--- src/hdl/ncs_defines.vh ---
`ifndef NCS_DEFINES_VH
`define NCS_DEFINES_VH
// Command codes
`define NCS_CMD_READ      8'h00
`define NCS_CMD_READ_GO   8'h30
`define NCS_CMD_SDIN      8'h80
`define NCS_CMD_COLCHG    8'h85
`define NCS_CMD_PROG      8'h10
`define NCS_CMD_PROG_MP   8'h11
`define NCS_CMD_PROG_CACHE 8'h15
`define NCS_CMD_ERASE1    8'h60
`define NCS_CMD_ERASE2    8'hd0
`define NCS_CMD_STATUS    8'h70
`define NCS_CMD_STATUS2   8'h71
`define NCS_CMD_RESET     8'hff
// Status bit positions
`define NCS_ST_FAIL       0
`define NCS_ST_RDY_PB     5
`define NCS_ST_RDY_DC     6
`define NCS_ST_NWP        7
// Address
`define NCS_ADDR_CYCLES   3'd5
`define NCS_COL_W         16
// Busy timing, in cycles of the 50 ns clock
`define NCS_CLK_NS        50
`define NCS_INIT_NS       1000
`define NCS_INIT_CYC      ((`NCS_INIT_NS + `NCS_CLK_NS - 1) / `NCS_CLK_NS)
`define NCS_READ_NS       25000
`define NCS_READ_CYC      ((`NCS_READ_NS + `NCS_CLK_NS - 1) / `NCS_CLK_NS)
`define NCS_PROG_NS       300000
`define NCS_PROG_CYC      (`NCS_PROG_NS / `NCS_CLK_NS)
`define NCS_ERASE_NS      3500000
`define NCS_ERASE_CYC     (`NCS_ERASE_NS / `NCS_CLK_NS)
`endif

--- src/hdl/ncs_sequencer.v ---
`timescale 1ns/100ps
`include "ncs_defines.vh"
module ncs_sequencer
#(
    parameter PROG_CYC  = `NCS_PROG_CYC,
    parameter ERASE_CYC = `NCS_ERASE_CYC
)
(
    clk_sys,
    srst,
    cmd_we,
    addr_we,
    data_we,
    data_re,
    io_in,
    wp_n,
    io_out_ff,
    io_oe_ff,
    ready_busy_out_ff,
    ready_busy_oe_ff,
    fail_inject
);
    input  wire        clk_sys;
    input  wire        srst;
    input  wire        cmd_we;     // Command latch strobe, one cycle
    input  wire        addr_we;    // Address latch strobe, one cycle
    input  wire        data_we;    // Data write strobe, one cycle
    input  wire        data_re;    // Data read strobe, one cycle
    input  wire [7:0]  io_in;
    input  wire        wp_n;
    input  wire        fail_inject; // Test hook: next program/erase fails
    output reg  [7:0]  io_out_ff;
    output reg         io_oe_ff;
    output reg         ready_busy_out_ff; // Open drain: 1 = released (ready)
    output reg         ready_busy_oe_ff;  // High while pulling busy low

    localparam [2:0] S_INIT   = 3'd0;
    localparam [2:0] S_IDLE   = 3'd1;
    localparam [2:0] S_LOAD   = 3'd2;
    localparam [2:0] S_PROG   = 3'd3;
    localparam [2:0] S_ERASE  = 3'd4;
    localparam [2:0] S_FETCH  = 3'd5;
    localparam [2:0] S_READ   = 3'd6;

    // Busy loads cut to the timer width on purpose
    localparam [21:0] INIT_CYC = `NCS_INIT_CYC;
    localparam [21:0] READ_CYC = `NCS_READ_CYC;

    reg [2:0]  state_ff;
    reg [21:0] timer_ff;
    reg        fail_ff;
    reg        stat_mode_ff;   // Status is shown on reads
    reg        in_read_ff;     // Read mode was entered
    reg [2:0]  addr_cnt_ff;
    reg [`NCS_COL_W-1:0] col_ff;
    reg [7:0]  rd_col_ff;

    wire [7:0] mem_rd;
    wire       busy = (state_ff == S_INIT) || (state_ff == S_PROG) ||
                      (state_ff == S_ERASE) || (state_ff == S_FETCH);

    function [7:0] status_byte;
        input b_busy;
        input b_fail;
        input b_wpn;
        begin
            status_byte = 8'h00;
            status_byte[`NCS_ST_FAIL]   = b_fail;
            status_byte[`NCS_ST_RDY_PB] = ~b_busy;
            status_byte[`NCS_ST_RDY_DC] = ~b_busy;
            status_byte[`NCS_ST_NWP]    = b_wpn;
        end
    endfunction

    ncs_page_mem u_mem
    (
        .clk_sys (clk_sys),
        .wr_en   (data_we && state_ff == S_LOAD),
        .wr_addr (col_ff[7:0]),
        .wr_data (io_in),
        .rd_addr (rd_col_ff),
        .rd_data (mem_rd)
    );

    // Main command sequencer
    always @(posedge clk_sys)
    begin
        if (srst)
        begin
            state_ff     <= S_INIT;
            timer_ff     <= INIT_CYC;
            fail_ff      <= 1'b0;
            stat_mode_ff <= 1'b0;
            in_read_ff   <= 1'b0;
            addr_cnt_ff  <= 3'd0;
            col_ff       <= 16'h0000;
            rd_col_ff    <= 8'h00;
        end
        else if (cmd_we && io_in == `NCS_CMD_RESET)
        begin
            state_ff     <= S_IDLE;
            timer_ff     <= 22'h000000;
            stat_mode_ff <= 1'b0;
            in_read_ff   <= 1'b0;
            addr_cnt_ff  <= 3'd0;
        end
        else if (cmd_we && (io_in == `NCS_CMD_STATUS || io_in == `NCS_CMD_STATUS2))
        begin
            stat_mode_ff <= 1'b1;
            // A pending load is dropped; status output is the new mode
            if (state_ff == S_LOAD)
                state_ff <= S_IDLE;
        end
        else if (busy)
        begin
            // Write protect kills a running program or erase
            if (!wp_n && (state_ff == S_PROG || state_ff == S_ERASE))
            begin
                state_ff <= S_IDLE;
                fail_ff  <= 1'b1;
            end
            else if (timer_ff == 22'h000000)
            begin
                state_ff <= (state_ff == S_FETCH) ? S_READ : S_IDLE;
                rd_col_ff <= col_ff[7:0];
            end
            else
                timer_ff <= timer_ff - 22'h000001;
        end
        else if (cmd_we)
        begin
            addr_cnt_ff <= 3'd0;
            case (io_in)
                `NCS_CMD_READ:
                begin
                    // Resume from the interrupted column, no new address
                    if (stat_mode_ff && in_read_ff && state_ff == S_READ)
                        stat_mode_ff <= 1'b0;
                    else
                    begin
                        state_ff     <= S_IDLE;
                        stat_mode_ff <= 1'b0;
                        in_read_ff   <= 1'b0;
                    end
                end
                `NCS_CMD_READ_GO:
                begin
                    state_ff   <= S_FETCH;
                    timer_ff   <= READ_CYC;
                    in_read_ff <= 1'b1;
                end
                `NCS_CMD_SDIN:
                begin
                    state_ff     <= S_LOAD;
                    stat_mode_ff <= 1'b0;
                end
                `NCS_CMD_COLCHG:
                    state_ff <= (state_ff == S_LOAD) ? S_LOAD : S_IDLE;
                `NCS_CMD_PROG, `NCS_CMD_PROG_MP, `NCS_CMD_PROG_CACHE:
                begin
                    if (state_ff == S_LOAD && wp_n)
                    begin
                        state_ff <= S_PROG;
                        timer_ff <= PROG_CYC[21:0];
                        fail_ff  <= fail_inject;
                    end
                    else
                    begin
                        state_ff <= S_IDLE;
                        fail_ff  <= ~wp_n;
                    end
                end
                `NCS_CMD_ERASE2:
                begin
                    if (wp_n)
                    begin
                        state_ff <= S_ERASE;
                        timer_ff <= ERASE_CYC[21:0];
                        fail_ff  <= fail_inject;
                    end
                    else
                        fail_ff <= 1'b1;
                end
                default:
                begin
                    // Abandon any pending load without writing
                    state_ff     <= S_IDLE;
                    stat_mode_ff <= 1'b0;
                    in_read_ff   <= 1'b0;
                end
            endcase
        end
        else if (addr_we)
        begin
            // Only five cycles count; a sixth is dropped
            if (addr_cnt_ff < `NCS_ADDR_CYCLES)
            begin
                addr_cnt_ff <= addr_cnt_ff + 3'd1;
                if (addr_cnt_ff == 3'd0)
                    col_ff[7:0] <= io_in;
                else if (addr_cnt_ff == 3'd1)
                    col_ff[15:8] <= io_in;
            end
        end
        else if (data_we && state_ff == S_LOAD)
            col_ff <= col_ff + 16'h0001;
        else if (data_re && state_ff == S_READ && !stat_mode_ff)
            rd_col_ff <= rd_col_ff + 8'h01;
    end

    // Outputs, all registered
    always @(posedge clk_sys)
    begin
        if (srst)
        begin
            io_out_ff         <= 8'h00;
            io_oe_ff          <= 1'b0;
            ready_busy_out_ff <= 1'b0;
            ready_busy_oe_ff  <= 1'b1;
        end
        else
        begin
            ready_busy_out_ff <= ~busy;
            ready_busy_oe_ff  <= busy;
            io_oe_ff          <= data_re;
            if (stat_mode_ff)
                io_out_ff <= status_byte(busy, fail_ff, wp_n);
            else
                io_out_ff <= mem_rd;
        end
    end
endmodule // ncs_sequencer

--- src/hdl/ncs_page_mem.v ---
`timescale 1ns/100ps
// Page register store; read data registered
module ncs_page_mem
(
    clk_sys,
    wr_en,
    wr_addr,
    wr_data,
    rd_addr,
    rd_data
);
    input  wire        clk_sys;
    input  wire        wr_en;
    input  wire [7:0]  wr_addr;
    input  wire [7:0]  wr_data;
    input  wire [7:0]  rd_addr;
    output reg  [7:0]  rd_data;

    reg [7:0] mem [0:255];

    // Old data on a same-address read, read registered
    always @(posedge clk_sys)
    begin
        if (wr_en)
            mem[wr_addr] <= wr_data;
        rd_data <= mem[rd_addr];
    end
endmodule // ncs_page_mem

--- config.mk ---
export PLATFORM = sky130hd
export DESIGN_NAME = ncs_sequencer
export DESIGN_NICKNAME = d
export VERILOG_FILES = /design/src/hdl/ncs_sequencer.v /design/src/hdl/ncs_page_mem.v
export VERILOG_INCLUDE_DIRS = /design/src /design/src/hdl
export SDC_FILE = /design/constraint.sdc
export NUM_CORES = 2
export LEC_CHECK = 0
export ABC_CLOCK_PERIOD_IN_PS = 3600
export BUFFER_PORTS_ARGS = -buffer_cell sky130_fd_sc_hd__buf_4
export CAP_MARGIN = 30
export CORE_MARGIN = 1.5
export CORE_UTILIZATION = 38
export CTS_CLUSTER_SIZE = 12
export DETAILED_ROUTE_END_ITERATION = 10
export SETUP_SLACK_MARGIN = 0.4
export SYNTH_ARGS = -nofsm -noshare
export SYNTH_HDL_FRONTEND = slang
export SYNTH_HIERARCHICAL = 1
export SYNTH_SLANG_ARGS = --single-unit
--- constraint.sdc ---
create_clock -name clk_sys -period 3.6 [get_ports clk_sys]
set_input_delay 1.08 -clock clk_sys [delete_from_list [all_inputs] [get_ports clk_sys]]
set_output_delay 1.08 -clock clk_sys [all_outputs]
set_load 0.02 [all_outputs]
==> summary.txt <==
status: finished clean
1st-iter DRT viols: 4,581
Post-synth EDFFs: 2,048
part of the power in the clock network: 0.416
Pwr Density: 518 mW/mm^2
Worst Skew: 0.0526 ns
Final Wtd Congestion: 0.873
area leader, netlist: edfxtp_1
Final Hold Viols: 0
non-filler cells, final: 7,622
total global-route track usage: 0.189
post-synth top area share: 0.741
slew margin rel.: 0.376
worst path arrival time: 3.95 ns
Setup violations, final: 0
# fillers: 18,500
period utilization: 0.887
Avg Cell Area, Syn: 19.9 sq um
Seq pwr share: 0.547
top_reg_cell synth: edfxtp_1
gr ovfl total: 0
Yosys reg bits: 2,114
Buffers on Ports: 26
DRC Markers: 0
Vias per Instance: 5.63
Rows: 171
leakage power: 29.2 nW
first-pass GRT wire length: 305,000 um
Max clock buf depth: 3
ys async rst share: 0
Pre-Repair DR Iteration Count: 6
worst skew pair latency: 0.86 ns
P_int: 39.2 mW
Slew Viols, Final: 0
wire per inst: 27.9 um
storage element area: 0.0628 sq mm
Root Driver: clkbuf_16
Critical Path Sink Type: flop
Required @ worst endpoint: 4.36 ns
Clock Pin Slew Worst Setup and Hold Paths: 0.06 ns
Max FO, Critical Path: 29
fin crit period: 3.19 ns
nets: 4,645
Initial Utilization: 0.382
RSZ-0062 raised after global routing: false
post-DP HPWL: 133,000 um
critical path type: flop to flop
largest net degree at the start of global routing: 179
Seq/Total Area, Yosys: 0.756
H-tree lvl count: 4
I/O pin cnt: 27
Post-Syn Area: 0.0830 sq mm
Routed Antenna Nets: 0
VDD IR-drop max: 0.506 mV
clock sinks: 2,114
area of the multi-input gates: 0.0188 sq mm
initial antenna violation count: 10
Mapped Cells: 4,171
f_max: 313 MHz
Layout area overhead: 15.6%
Psw: 10.5 mW
YS warnings: 6
CTS tree: done
share of cells above drive strength 1: 0.268
fin area: 0.0960 sq mm
Worst Hold Class: primary input to flop
placed insts: 7,254
die height: 470 um
vias in the first global route: 42,600
Setup crit start kind: flop
count leader, synth: edfxtp_1
top post-synthesis cells by count: 2,048 x edfxtp_1, 454 x mux4_2, 332 x nor2_1
via count: 42,900
Logic pwr share: 0.037
Max Cap Viol: 0
worst slew pin tran: 0.935 ns
Synth cell types: 88
Post-Syn Nets: 4,193
synth top area cells: edfxtp_1 74%, mux4_2 12%, mux2i_1 1.7%
core area: 0.217 sq mm
Num CTS Buffers: 212
Area after DPL: 0.0893 sq mm
Sum Neg Setup Slack: 0 ns
Net Sw Frac: 0.211
full die area: 0.221 sq mm
Die X: 470 um
wirelength, routed: 213,000 um
[power groups by stage]
stage	sequential [mW]	combinational [mW]	clock, mW
finish	27.2	1.82	20.7
global route	27.2	1.98	22.0
CTS	27.2	1.82	21.1
detailed placement	27.7	1.82	0
global placement	27.7	1.78	0
floorplan	27.7	0.985	0
[kinds of logic (layout without fill, tap and decap cells)]
logic type / Yosys count / in the layout / share of synthesized area
xor gates and xnor gates: 5 / 5 / 0.000753
adders and majority gates: 6 / 6 / 0.000904
other: 0 / 2 / 0
muxes: 598 / 598 / 0.141
DFF: 2114 / 2114 / 0.756
AOI/OAI and AO/OA: 522 / 522 / 0.0439
and+or+nand+nor: 653 / 653 / 0.0375
buffers and inverters: 273 / 868 / 0.0195
[worst max-delay path, cell delays in order (launching register included)]
cell and delay, ns:
dfxtp_4 0.69, clkinv_1 0.25, buf_4 0.34, mux4_2 0.48, nor2_1 0.05, a2111oi_0 0.75, nor3_2 0.19, nor4_2 0.29
[final timing paths]
check / from / endpoint / slack, ns / depth (start not counted)
hold reg to reg: timer_ff[1] / timer_ff[1] / 0.49 / 2
setup / recovery: rd_col_ff[2] / u_mem/rd_data[2] / 0.41 / 7
hold / removal: io_in[1] / u_mem/mem[199][1] / 0.48 / 1
setup reg to reg: rd_col_ff[2] / u_mem/rd_data[2] / 0.41 / 7
[registers in the layout (all words and copies together), names as in the netlist]
name and cells:
ready_busy_out_ff 1, stat_mode_ff 1, io_oe_ff 1, rd_col_ff 8, timer_ff 22, addr_cnt_ff 3
col_ff 8, u_mem/rd_data 8, in_read_ff 1, u_mem/mem 2048, ready_busy_oe_ff 1, io_out_ff 8
fail_ff 1, state_ff 3
[placed cells by master, fill, tap and decap left out, types with 14 or more instances in the layout]
cell type and instances:
nand3_1 42, o22ai_1 30, buf_12 28, clkbuf_16 216
nor4_1 21, mux2i_1 140, nor3_1 40, nand2b_1 16
clkinv_1 26, a211oi_1 15, nand2_1 60, o221ai_1 46
a22oi_1 138, nor2_1 329, dfxtp_1 60, buf_4 450
nand4_1 15, edfxtp_1 2048, a22o_1 14, a21oi_1 139
clkbuf_1 73, clkinv_2 15, o21ai_0 37, mux4_2 454
nor2b_1 31
[metrics by stage]
step | setup slack [ns] | utilization | hold slack, ns | power (mW)
6_report | 0.408 | 0.442 | 0.484 | 49.7
5_1_grt | 0.419 | 0.442 | 0.444 | 51.1
4_1_cts | 0.228 | 0.441 | 0.438 | 50.1
3_5_place_dp | 0.0808 | 0.411 | 0.478 | 29.5
3_3_place_gp | 0.109 | 0.411 | 0.470 | 29.5
2_1_floorplan | 0.666 | - | 0.405 | 28.7
[what timing repair did]
item	CTS	global route
buffers inserted	0	3
resized for setup	9	15
endpoints found under the setup margin	7	7
hold buffers	0	0
pin swaps	0	1
gates cloned	0	3
[routing by layer]
| metal | track usage | share of wire | vias to the layer above |
|---|---|---|---|
| li1 | - | - | 18200 |
| met1 | 0.264 | 0.42 | 22800 |
| met2 | 0.300 | 0.48 | 1609 |
| met3 | 0.0331 | 0.070 | 320 |
| met4 | 0.0596 | 0.030 | 2 |
| met5 | 0 | 0.000061 | - |
[area by class of cell]
cell class              instances  share of cell area
flip-flops and latches       2114               0.654
multi-input cells            1784               0.196
clock buffers                 291              0.0591
repair buffers                499              0.0454
well taps                    2854              0.0372
clock inverters                66             0.00777
inverters                      12            0.000469
diodes                          2           0.0000521
Power figures use the tool's default switching activity.
